--- config.mk ---
export PLATFORM = sky130hd
export DESIGN_NAME = bea_core
export DESIGN_NICKNAME = d
export VERILOG_FILES = /design/src/bea_pkg.sv /design/src/bea_core.sv /design/src/bea_vec_pick.sv
export SDC_FILE = /design/constraint.sdc
export NUM_CORES = 1
export LEC_CHECK = 0
export BUFFER_PORTS_ARGS = -buffer_cell sky130_fd_sc_hd__buf_2
export CAP_MARGIN = 0
export CORE_ASPECT_RATIO = 1.75
export CORE_MARGIN = 5
export CORE_UTILIZATION = 40
export DETAILED_ROUTE_END_ITERATION = 16
export PLACE_DENSITY = 0.6
export SLEW_MARGIN = 20
export SYNTH_ARGS = -nofsm -noshare
export SYNTH_HDL_FRONTEND = slang
export SYNTH_HIERARCHICAL = 1
export SYNTH_SLANG_ARGS = --single-unit
--- constraint.sdc ---
create_clock -name clk -period 18.8 [get_ports clk]
set_clock_uncertainty 0.15 [all_clocks]
set_input_delay 1.88 -clock clk [delete_from_list [all_inputs] [get_ports clk]]
set_output_delay 1.88 -clock clk [all_outputs]
set_load 0.01 [all_outputs]
--- src/bea_pkg.sv ---
// Constants shared by the bulk endpoint arm and autovector logic.
// Assumes an 8-bit register port and up to eight bulk endpoints.
package bea_pkg;
  // Register offsets; per-endpoint banks take eight consecutive slots
  localparam logic [7:0] OFS_IN_CS    = 8'h00;
  localparam logic [7:0] OFS_OUT_CS   = 8'h08;
  localparam logic [7:0] OFS_IN_BC    = 8'h10;
  localparam logic [7:0] OFS_OUT_BC   = 8'h18;
  localparam logic [7:0] OFS_IN_IRQ   = 8'h20;
  localparam logic [7:0] OFS_OUT_IRQ  = 8'h21;
  localparam logic [7:0] OFS_IN_IEN   = 8'h22;
  localparam logic [7:0] OFS_OUT_IEN  = 8'h23;
  localparam logic [7:0] OFS_EVT_ST   = 8'h24;
  localparam logic [7:0] OFS_EVT_IEN  = 8'h25;
  localparam logic [7:0] OFS_INTERRUPT_VECTOR_REG     = 8'h26;
  localparam logic [7:0] OFS_CTRL     = 8'h27;
  localparam logic [7:0] OFS_IRQ_CLR  = 8'h28;
  localparam logic [7:0] OFS_EP_VALID = 8'h29;
  // Field positions
  localparam int BUSY_BIT = 1;
  localparam int AUTOVECTOR_ENABLE_BIT = 0;
  localparam int BANK_LSB = 3;
  // Event sources ahead of the endpoint pairs
  localparam int EVT_SETUP_DATA_AVAILABLE = 0;
  localparam int EVT_SOF   = 1;
  localparam int EVT_SETUP_TOKEN_SEEN = 2;
  localparam int EVT_SUSP  = 3;
  localparam int EVT_BRST  = 4;
  localparam int NUM_EVT   = 6;
  // Vector figures
  localparam logic [15:0] VEC_JMP_ADDR = 16'h0043;
  localparam logic [15:0] VEC_LOW_ADDR = 16'h0045;
  localparam int          VEC_STEP     = 4;
  // Packet size and reset values
  localparam logic [6:0] MAX_PKT        = 7'h40;
  localparam logic [7:0] OUT_ARM_RESET  = 8'hFE;
  localparam logic [7:0] EP_VALID_RESET = 8'h04;
  localparam logic [7:0] CTRL_RESET     = 8'h00;
endpackage

--- src/bea_core.sv ---
// Bulk endpoint busy/arm handshake, endpoint interrupts and autovector.
// Assumes a synchronous token port from the USB engine, an 8-bit register
// port with read data one cycle late, and a code fetch path to patch.
//
// Overview of operation
// - IN busy flag readable at bit 1
// - OUT busy flag readable at bit 1
// - busy means core owns buffer
// - IN count write arms, sets length
// - OUT count write arms, value ignored
// - 64-byte buffer, 40h sends whole packet
// - all sources share one interrupt, entry 43h
// - autovector replaces byte at 45h
// - vector codes step by four
// - autovector off leaves byte untouched
// - vector register names current source
// - per-endpoint enable and request bits
// - clear register write drops shared request
// - reset default config includes endpoint 2
// - request bits clear where one written
// - resets arm OUT endpoints 1 to 7
`timescale 1ns/1ps
module bea_core #(
  parameter int NUM_EP = 8
) (
  input  wire logic        clk,
  input  wire logic        reset,
  // Register port
  input  wire logic [7:0]  regAddr,
  input  wire logic [7:0]  regWrData,
  input  wire logic        regWr,
  input  wire logic        regRd,
  output logic      [7:0]  regRdData,
  // USB engine side
  input  wire logic        inTokenValid,
  input  wire logic [2:0]  inTokenEp,
  output logic             inAck,
  output logic             inNak,
  output logic      [6:0]  inLen,
  input  wire logic        outPktValid,
  input  wire logic [2:0]  outPktEp,
  input  wire logic [6:0]  outPktLen,
  output logic             outAck,
  output logic             outNak,
  input  wire logic        setupDataAvailable,
  input  wire logic        startOfFrame,
  input  wire logic        setupTokenSeen,
  input  wire logic        suspendEvent,
  input  wire logic        busResetEvent,
  // Processor side
  input  wire logic [15:0] fetchAddr,
  input  wire logic [7:0]  fetchData,
  output logic      [7:0]  fetchOut,
  output logic      [15:0] intVectorAddr,
  output logic      [7:0]  epValid,
  output logic             sharedUsbInterrupt
);
  localparam int NREQ = bea_pkg::NUM_EVT + 2 * NUM_EP;

  // Elaboration guard: the bank decode and 8-bit request registers cap NUM_EP
  if (NUM_EP < 2 || NUM_EP > 8) begin : g_bad_num_ep
    $error("bea_core: NUM_EP must lie between 2 and 8");
  end

  logic [NUM_EP-1:0] inBusy;
  logic [NUM_EP-1:0] outBusy;
  logic [NUM_EP-1:0] inIrq;
  logic [NUM_EP-1:0] outIrq;
  logic [NUM_EP-1:0] inIen;
  logic [NUM_EP-1:0] outIen;
  logic [6:0]        inCnt [NUM_EP];
  logic [6:0]        outCnt [NUM_EP];
  logic [5:0]        evtSt;
  logic [5:0]        evtIen;
  logic [7:0]        ctrl;
  logic [NREQ-1:0]   reqsPrev;

  // Address decode; per-endpoint banks use the low three address bits
  wire [2:0] idx     = regAddr[2:0];
  wire       idxOk   = (32'(idx) < NUM_EP);
  wire [4:0] bank    = regAddr[7:bea_pkg::BANK_LSB];
  wire       inCsSel  = (bank == bea_pkg::OFS_IN_CS[7:3]) && idxOk;
  wire       outCsSel = (bank == bea_pkg::OFS_OUT_CS[7:3]) && idxOk;
  wire       inBcSel  = (bank == bea_pkg::OFS_IN_BC[7:3]) && idxOk;
  wire       outBcSel = (bank == bea_pkg::OFS_OUT_BC[7:3]) && idxOk;
  wire       inIrqWr  = regWr && (regAddr == bea_pkg::OFS_IN_IRQ);
  wire       outIrqWr = regWr && (regAddr == bea_pkg::OFS_OUT_IRQ);
  wire       inBcWr   = regWr && inBcSel;
  wire       outBcWr  = regWr && outBcSel;
  wire       evtRd    = regRd && (regAddr == bea_pkg::OFS_EVT_ST);
  wire       irqClrWr = regWr && (regAddr == bea_pkg::OFS_IRQ_CLR);
  wire       autovector_enable     = ctrl[bea_pkg::AUTOVECTOR_ENABLE_BIT];

  // Host tokens: only an armed (busy) endpoint answers, others NAK
  wire       inTokOk  = (32'(inTokenEp) < NUM_EP);
  wire       outTokOk = (32'(outPktEp) < NUM_EP);
  wire       inSend   = inTokenValid && inTokOk && inBusy[inTokenEp];
  wire       outTake  = outPktValid && outTokOk && outBusy[outPktEp];

  // Written IN count is clamped to one buffer's worth
  wire [6:0] inCntWr = (regWrData > 8'(bea_pkg::MAX_PKT)) ?
                       bea_pkg::MAX_PKT : regWrData[6:0];

  // Per-endpoint next values for busy and request flags; sets win clears
  wire [NUM_EP-1:0] next_inBusy;
  wire [NUM_EP-1:0] next_outBusy;
  wire [NUM_EP-1:0] next_inIrq;
  wire [NUM_EP-1:0] next_outIrq;
  wire [NREQ-1:0]   reqs;

  for (genvar e = 0; e < NUM_EP; e++) begin : g_ep
    wire inArm  = inBcWr && (idx == 3'(e));
    wire outArm = (outBcWr && (idx == 3'(e))) || (busResetEvent && e != 0);
    wire inDone = inSend && (inTokenEp == 3'(e));
    wire outGot = outTake && (outPktEp == 3'(e));
    assign next_inBusy[e]  = inArm | (inBusy[e] & ~inDone);
    assign next_outBusy[e] = outArm | (outBusy[e] & ~outGot);
    assign next_inIrq[e]   = inDone | (inIrq[e] & ~(inIrqWr & regWrData[e]));
    assign next_outIrq[e]  = outGot | (outIrq[e] & ~(outIrqWr & regWrData[e]));
    assign reqs[bea_pkg::NUM_EVT + 2 * e]     = inIrq[e] & inIen[e];
    assign reqs[bea_pkg::NUM_EVT + 2 * e + 1] = outIrq[e] & outIen[e];
  end
  assign reqs[bea_pkg::NUM_EVT-1:0] = evtSt & evtIen;

  // Events pending together: the picker hands back the lowest code
  wire [7:0] vecCode;
  wire       anyReq;
  bea_vec_pick #(
    .N    (NREQ)
  ) u_pick (
    .req  (reqs),
    .code (vecCode),
    .any  (anyReq)
  );

  // Event status; read clears, but a new event in that cycle survives
  wire [5:0] evtIn = {1'b0, busResetEvent, suspendEvent, setupTokenSeen,
                      startOfFrame, setupDataAvailable};
  wire [5:0] next_evtSt = evtIn | (evtSt & ~{6{evtRd}});

  // Shared request rises on any newly pending source; clear write drops it
  wire newReq = |(reqs & ~reqsPrev);
  wire next_usbIrq = newReq | (sharedUsbInterrupt & ~irqClrWr);

  // Read mux
  wire [7:0] rdMux =
    inCsSel  ? (8'(inBusy[idx]) << bea_pkg::BUSY_BIT) :
    outCsSel ? (8'(outBusy[idx]) << bea_pkg::BUSY_BIT) :
    inBcSel  ? {1'b0, inCnt[idx]} :
    outBcSel ? {1'b0, outCnt[idx]} :
    (regAddr == bea_pkg::OFS_IN_IRQ)   ? 8'(inIrq) :
    (regAddr == bea_pkg::OFS_OUT_IRQ)  ? 8'(outIrq) :
    (regAddr == bea_pkg::OFS_IN_IEN)   ? 8'(inIen) :
    (regAddr == bea_pkg::OFS_OUT_IEN)  ? 8'(outIen) :
    (regAddr == bea_pkg::OFS_EVT_ST)   ? {2'b00, evtSt} :
    (regAddr == bea_pkg::OFS_EVT_IEN)  ? {2'b00, evtIen} :
    (regAddr == bea_pkg::OFS_INTERRUPT_VECTOR_REG)     ? vecCode :
    (regAddr == bea_pkg::OFS_CTRL)     ? ctrl :
    (regAddr == bea_pkg::OFS_EP_VALID) ? epValid : 8'h00;

  // Fetch patch: only the low jump target byte is ever replaced
  wire       patchHit = autovector_enable && (fetchAddr == bea_pkg::VEC_LOW_ADDR);
  wire [7:0] next_fetchOut = patchHit ? vecCode : fetchData;

  // Flags and handshake answers
  always_ff @(posedge clk or posedge reset) begin
    if (reset) begin
      inBusy   <= '0;
      outBusy  <= bea_pkg::OUT_ARM_RESET[NUM_EP-1:0];
      inIrq    <= '0;
      outIrq   <= '0;
      evtSt    <= '0;
      reqsPrev <= '0;
      sharedUsbInterrupt <= 1'b0;
      inAck    <= 1'b0;
      inNak    <= 1'b0;
      outAck   <= 1'b0;
      outNak   <= 1'b0;
      inLen    <= '0;
    end else begin
      inBusy   <= next_inBusy;
      outBusy  <= next_outBusy;
      inIrq    <= next_inIrq;
      outIrq   <= next_outIrq;
      evtSt    <= next_evtSt;
      reqsPrev <= reqs;
      sharedUsbInterrupt <= next_usbIrq;
      inAck    <= inSend;
      inNak    <= inTokenValid && !inSend;
      outAck   <= outTake;
      outNak   <= outPktValid && !outTake;
      inLen    <= inSend ? inCnt[inTokenEp] : '0;
    end
  end

  // Byte counts; OUT count records what arrived, not what was written
  always_ff @(posedge clk or posedge reset) begin
    if (reset) begin
      for (int i = 0; i < NUM_EP; i++) begin
        inCnt[i]  <= '0;
        outCnt[i] <= '0;
      end
    end else begin
      if (inBcWr) inCnt[idx] <= inCntWr;
      if (outTake) outCnt[outPktEp] <= outPktLen;
    end
  end

  // Software control registers
  always_ff @(posedge clk or posedge reset) begin
    if (reset) begin
      inIen   <= '0;
      outIen  <= '0;
      evtIen  <= '0;
      ctrl    <= bea_pkg::CTRL_RESET;
      epValid <= bea_pkg::EP_VALID_RESET;
    end else if (regWr) begin
      if (regAddr == bea_pkg::OFS_IN_IEN) inIen <= regWrData[NUM_EP-1:0];
      if (regAddr == bea_pkg::OFS_OUT_IEN) outIen <= regWrData[NUM_EP-1:0];
      if (regAddr == bea_pkg::OFS_EVT_IEN) evtIen <= regWrData[5:0];
      if (regAddr == bea_pkg::OFS_CTRL) ctrl <= regWrData;
      if (regAddr == bea_pkg::OFS_EP_VALID) epValid <= regWrData;
    end
  end

  // Read data, fetch patch and fixed entry address
  always_ff @(posedge clk or posedge reset) begin
    if (reset) begin
      regRdData     <= 8'h00;
      fetchOut      <= 8'h00;
      intVectorAddr <= bea_pkg::VEC_JMP_ADDR;
    end else begin
      regRdData     <= regRd ? rdMux : 8'h00;
      fetchOut      <= next_fetchOut;
      intVectorAddr <= bea_pkg::VEC_JMP_ADDR;
    end
  end
endmodule

--- src/bea_vec_pick.sv ---
// Priority picker for the shared USB interrupt vector.
// Assumes request bit i maps to vector code i times the vector step.
`timescale 1ns/1ps
module bea_vec_pick #(
  parameter int N = 22
) (
  input  wire logic [N-1:0] req,
  output logic      [7:0]   code,
  output logic              any
);
  // Elaboration guard: every code must fit the single patched byte
  if (N < 1 || N * bea_pkg::VEC_STEP > 256) begin : g_bad_n
    $error("bea_vec_pick: request count does not fit the code byte");
  end

  // Lowest index wins, so scan downward and let the last hit stand
  always_comb begin
    code = 8'h00;
    any  = 1'b0;
    for (int i = N - 1; i >= 0; i--) begin
      if (req[i]) begin
        code = 8'(i * bea_pkg::VEC_STEP);
        any  = 1'b1;
      end
    end
  end
endmodule

# Yosys cells after proc, flatten, opt, wreduce, memory -nomap -nowiden
# Cells that the tools add are included.
# W data, S select, Z words.
# word_totals
out_inout_bits	52
inputBits	64
wordCells	345
reg_bits	238
# op_classes
reduce_logical	64
eq_ne	35
n_lt_le_gt_ge	9
n_mux	62
bitwise_logic	140
# op_table
cell	n
$mux W7	32
$mux W8	15
$bwmux W56	2
$eq A8 B6 Y1 const B	10
$and A1 B1 Y1	65
$bmux W7 S3	3
$logic_and A1 B1 Y1	45
$demux W7 S3	2
$eq A3 B3 Y1 const B	12
$not A1 Y1	33
$or A1 B1 Y1	33
$and A22 B22 Y22	1
$not A22 Y22	1
$reduce_or A22 Y1	1
$eq A3 B2 Y1 const B	6
$eq A16 B7 Y1 const B	1
$and A6 B6 Y6	2
$bmux W1 S3	4
$ge A4 B4 Y1 const B	3
$lt A3 B4 Y1 const B	3
$not A3 Y4	3
$eq A5 B2 Y1 const B	2
$reduce_and A2 Y1	5
$eq A3 B1 Y1 const B	3
other kinds (10)	23

# Longest topological paths before layout
# logic_depth
ltp_word	35
depth_mapped	11
ltp_nobuf	11

# Modules after synthesis
# Netlist, hierarchy kept.
# modules_own_cells
module	cells_each	area_each_um2	n_inst	seq_area_each_um2
bea_core	950	11542.3	1	5965.7
bea_vec_pick	48	299.0	1	0.0

# Worst setup path after synthesis
# Ideal clock, no wire load.
# synth_timing
path_type	input -> register
startpoint	input port regAddr[7]
endpoint	register inCnt[21] (netlist bit)
setup_time_ps	125
required_time_ps	18525
stages	6
slack_ps	14917
path_buffers	2
t_arrival_ps	3608
path_cell_list	or4b_1 -> buf_2 -> nand2b_4 -> buf_6 -> nor4_4 -> mux2_2
# synth_via
elab_chain_len	2
# synth_rtl
element	line_no	rtl
from (decl)	bea_core.sv:29	input wire logic [7:0] regAddr,
$eq A5 B2 Y1	bea_core.sv:84	wire inBcSel = (bank == bea_pkg::OFS_IN_BC[7:3]) && idxOk;
$logic_and A1 B1 Y1	bea_core.sv:88	wire inBcWr = regWr && inBcSel;
to (signal, indexed assignment)	bea_core.sv:204	if (inBcWr) inCnt[idx] <= inCntWr;
to (decl)	bea_core.sv:71	logic [6:0] inCnt [NUM_EP];
# Every way passes these cells.
# A chain may end at the register's enable or synchronous reset.

# Worst setup path after layout
# layout_timing
startpoint	input port regAddr[0]
endpoint	register outIen[3]
# layout_via
elab_chain_len	2
# layout_rtl
element	line_no	rtl
$eq A8 B6 Y1	bea_core.sv:219	if (regAddr == bea_pkg::OFS_OUT_IEN) outIen <= regWrData[NUM_EP-1:0];
$reduce_and A2 Y1 (no line)	--	
to (signal assigned)	bea_core.sv:219	
to (decl)	bea_core.sv:70	logic [NUM_EP-1:0] outIen;
# Every way passes these cells.

==> metrics <==
outcome completed; period utilization 23.1%; CTS tree done; type of the most critical hold path reg2reg; first-pass GRT wire length 54.7 mm; Critical Path Max Stage Delay 680 ps; GRT Overall Usage 21.5%; Filler cells 2690; Sequential Area 0.00597 mm²; Hold Violations, Final 0; H-tree depth 1; vias in the first global route 8773; cell count after synthesis 996; Final Max Tran Viols 0; Peak Freq 0.230 GHz; CP Cell Sequence buf_4 > buf_4 > nor2b_1 > nand3_1 > nor2_1 > mux2_2; number of clock buffers inserted by TritonCTS 23; R2R cell count 10; # DRC 0; Routed WL 36.0 mm; pwr dens 93.5 mW/mm²; Fin Setup TNS 0 ps; synth warn 6; Top cell by count, worst path buf_4; maximum VDD drop 0.0000750 V; max_slew headroom 27.9%; critical path type in2reg; area of the multi-input gates 0.00539 mm²; syn avg cell area 11.9 µm²; largest net degree at the start of global routing 131; FP Rows 83; Tmin final 4350 ps; first drt pass iteration count 7; height of the die 238 µm; clock sinks 238; vias 8484; Lkg Pwr 6.07 nW; hold depth 1; Worst setup SP type input pin; DR vias/cell 5.78; CP Buf/Inv Count 2; RD Place Congestion 0.933; Die Wd 140 µm; mapped cell area 0.0118 mm²; latest clock arrival within the worst-skew pair 530 ps; core area 0.0293 mm²; drt wl/cell 24.5 µm; Root Driver clkbuf_16; max-cap violations 0; dpl hpwl 26.1 mm; GR Overflow Total 0; DIE AREA 0.0333 mm²; final net count 1132; initial antenna violation count 0; Worst-path clk slew 60 ps; ANT nets after route 0; Ports 116; Post-CTS Hold Fix Bufs 0; share of layout cells above drive strength 1 32.5%; Worst EP arrival 4610 ps; CP Data Required Time 19060 ps; Syn-to-layout area delta 12.8%; number of port buffers 99; Worst Setup End Kind flop; RSZ-0062 raised after global routing false; postcts setup bufs 0; Slowest-stage cell, CP buf_4; diodes inserted 0; cts repair resizes 0; Worst-Margin Slew 1080 ps; Setup WS pre-CTS 13880 ps; initial core utilization 40.4%; highest fanout seen on the critical path 42; family with the most delay on the worst path buffers and inverters; DR iter-0 viols 620; final setup violation count 0; CTS Buffer Depth 3; final setup margin 14450 ps; CP Depth 6
## worst register-to-register path: cells and delay by family, from the launching register on
family | cells | cell delay (ps)
AOI/OAI and AO/OA | 3 | 500
and+or+nand+nor | 5 | 1550
buffers and inverters | 1 | 160
muxes | 1 | 160
DFF | 1 | 430
## flip-flops by register name (all words and copies together), names as in the netlist, 7 cells and up
name	cells
inIen	8
outIrq	8
inCnt	56
outCnt	56
ctrl	8
inLen	7
reqsPrev	22
inIrq	8
regRdData	8
outBusy	8
inBusy	8
outIen	8
fetchOut	8
epValid	8
## area by class of cell
class / count / share of cell area [%]
repair buffers: 105 / 4.07
multi-input cells: 657 / 40.4
inverters: 43 / 1.27
clock buffers: 30 / 4.81
well taps: 382 / 3.58
flip-flops and latches: 238 / 44.7
clock inverters: 12 / 1.16
## metrics by stage
step / util (%) / hold slack, ps / power [mW] / area (µm²) / std cells
3_5_place_dp: 42.9 / 339 / 0.764 / 12500 / 1425
5_1_grt: 45.6 / 355 / 1.29 / 13300 / 1467
6_report: 45.6 / 351 / 1.25 / 13300 / 1467
2_1_floorplan: - / 310 / 0.710 / 11900 / 1012
4_1_cts: 45.6 / 353 / 1.26 / 13300 / 1467
3_3_place_gp: 42.9 / 330 / 0.759 / 12500 / 1425
## path summary, 6_finish.rpt
| check | endpoint | slack (ps) | from |
|---|---|---|---|
| min in group asynchronous | reqsPrev[20]$_DFF_PP0_ | 1390 | reset |
| max in group asynchronous | outCnt[19]$_DFFE_PP0P_ | 15090 | reset |
| hold reg to reg | outCnt[30]$_DFFE_PP0P_ | 350 | outCnt[30]$_DFFE_PP0P_ |
| setup / recovery | outIen[3]$_DFFE_PP0P_ | 14450 | regAddr[0] |
| setup reg to reg | regRdData[6]$_DFF_PP0_ | 15770 | evtSt[2]$_DFF_PP0_ |
| hold / removal | outCnt[30]$_DFFE_PP0P_ | 350 | outCnt[30]$_DFFE_PP0P_ |
## report_power, final
part           switching [mW]  internal (mW)
sequential             0.0299          0.561
combinational          0.0869         0.0766
clock                   0.208          0.285
total                   0.325          0.923
## routing by layer
metal / vias to the layer above / track usage, % / part of all wire, %
met5: - / 0 / 0
met4: 0 / 16.3 / 9.0
met3: 131 / 2.54 / 4.0
met2: 292 / 38.9 / 53
met1: 4338 / 22.5 / 34
li1: 3723 / - / -
## cells in the final DEF (no fill, tap or decap), types with 8 or more instances in the layout
master / n
mux2i_1: 23
dfstp_2: 8
dfrtp_1: 230
a31oi_1: 10
a21oi_1: 20
buf_2: 98
o21ai_0: 61
clkbuf_16: 23
nand3_1: 13
mux4_2: 53
mux2_2: 126
nor3_1: 23
nor2_1: 42
conb_1: 19
o22ai_1: 14
nand2_1: 116
a21o_1: 13
inv_1: 41
nor2b_1: 11
Note: power is estimated with default switching activity, not from simulation.
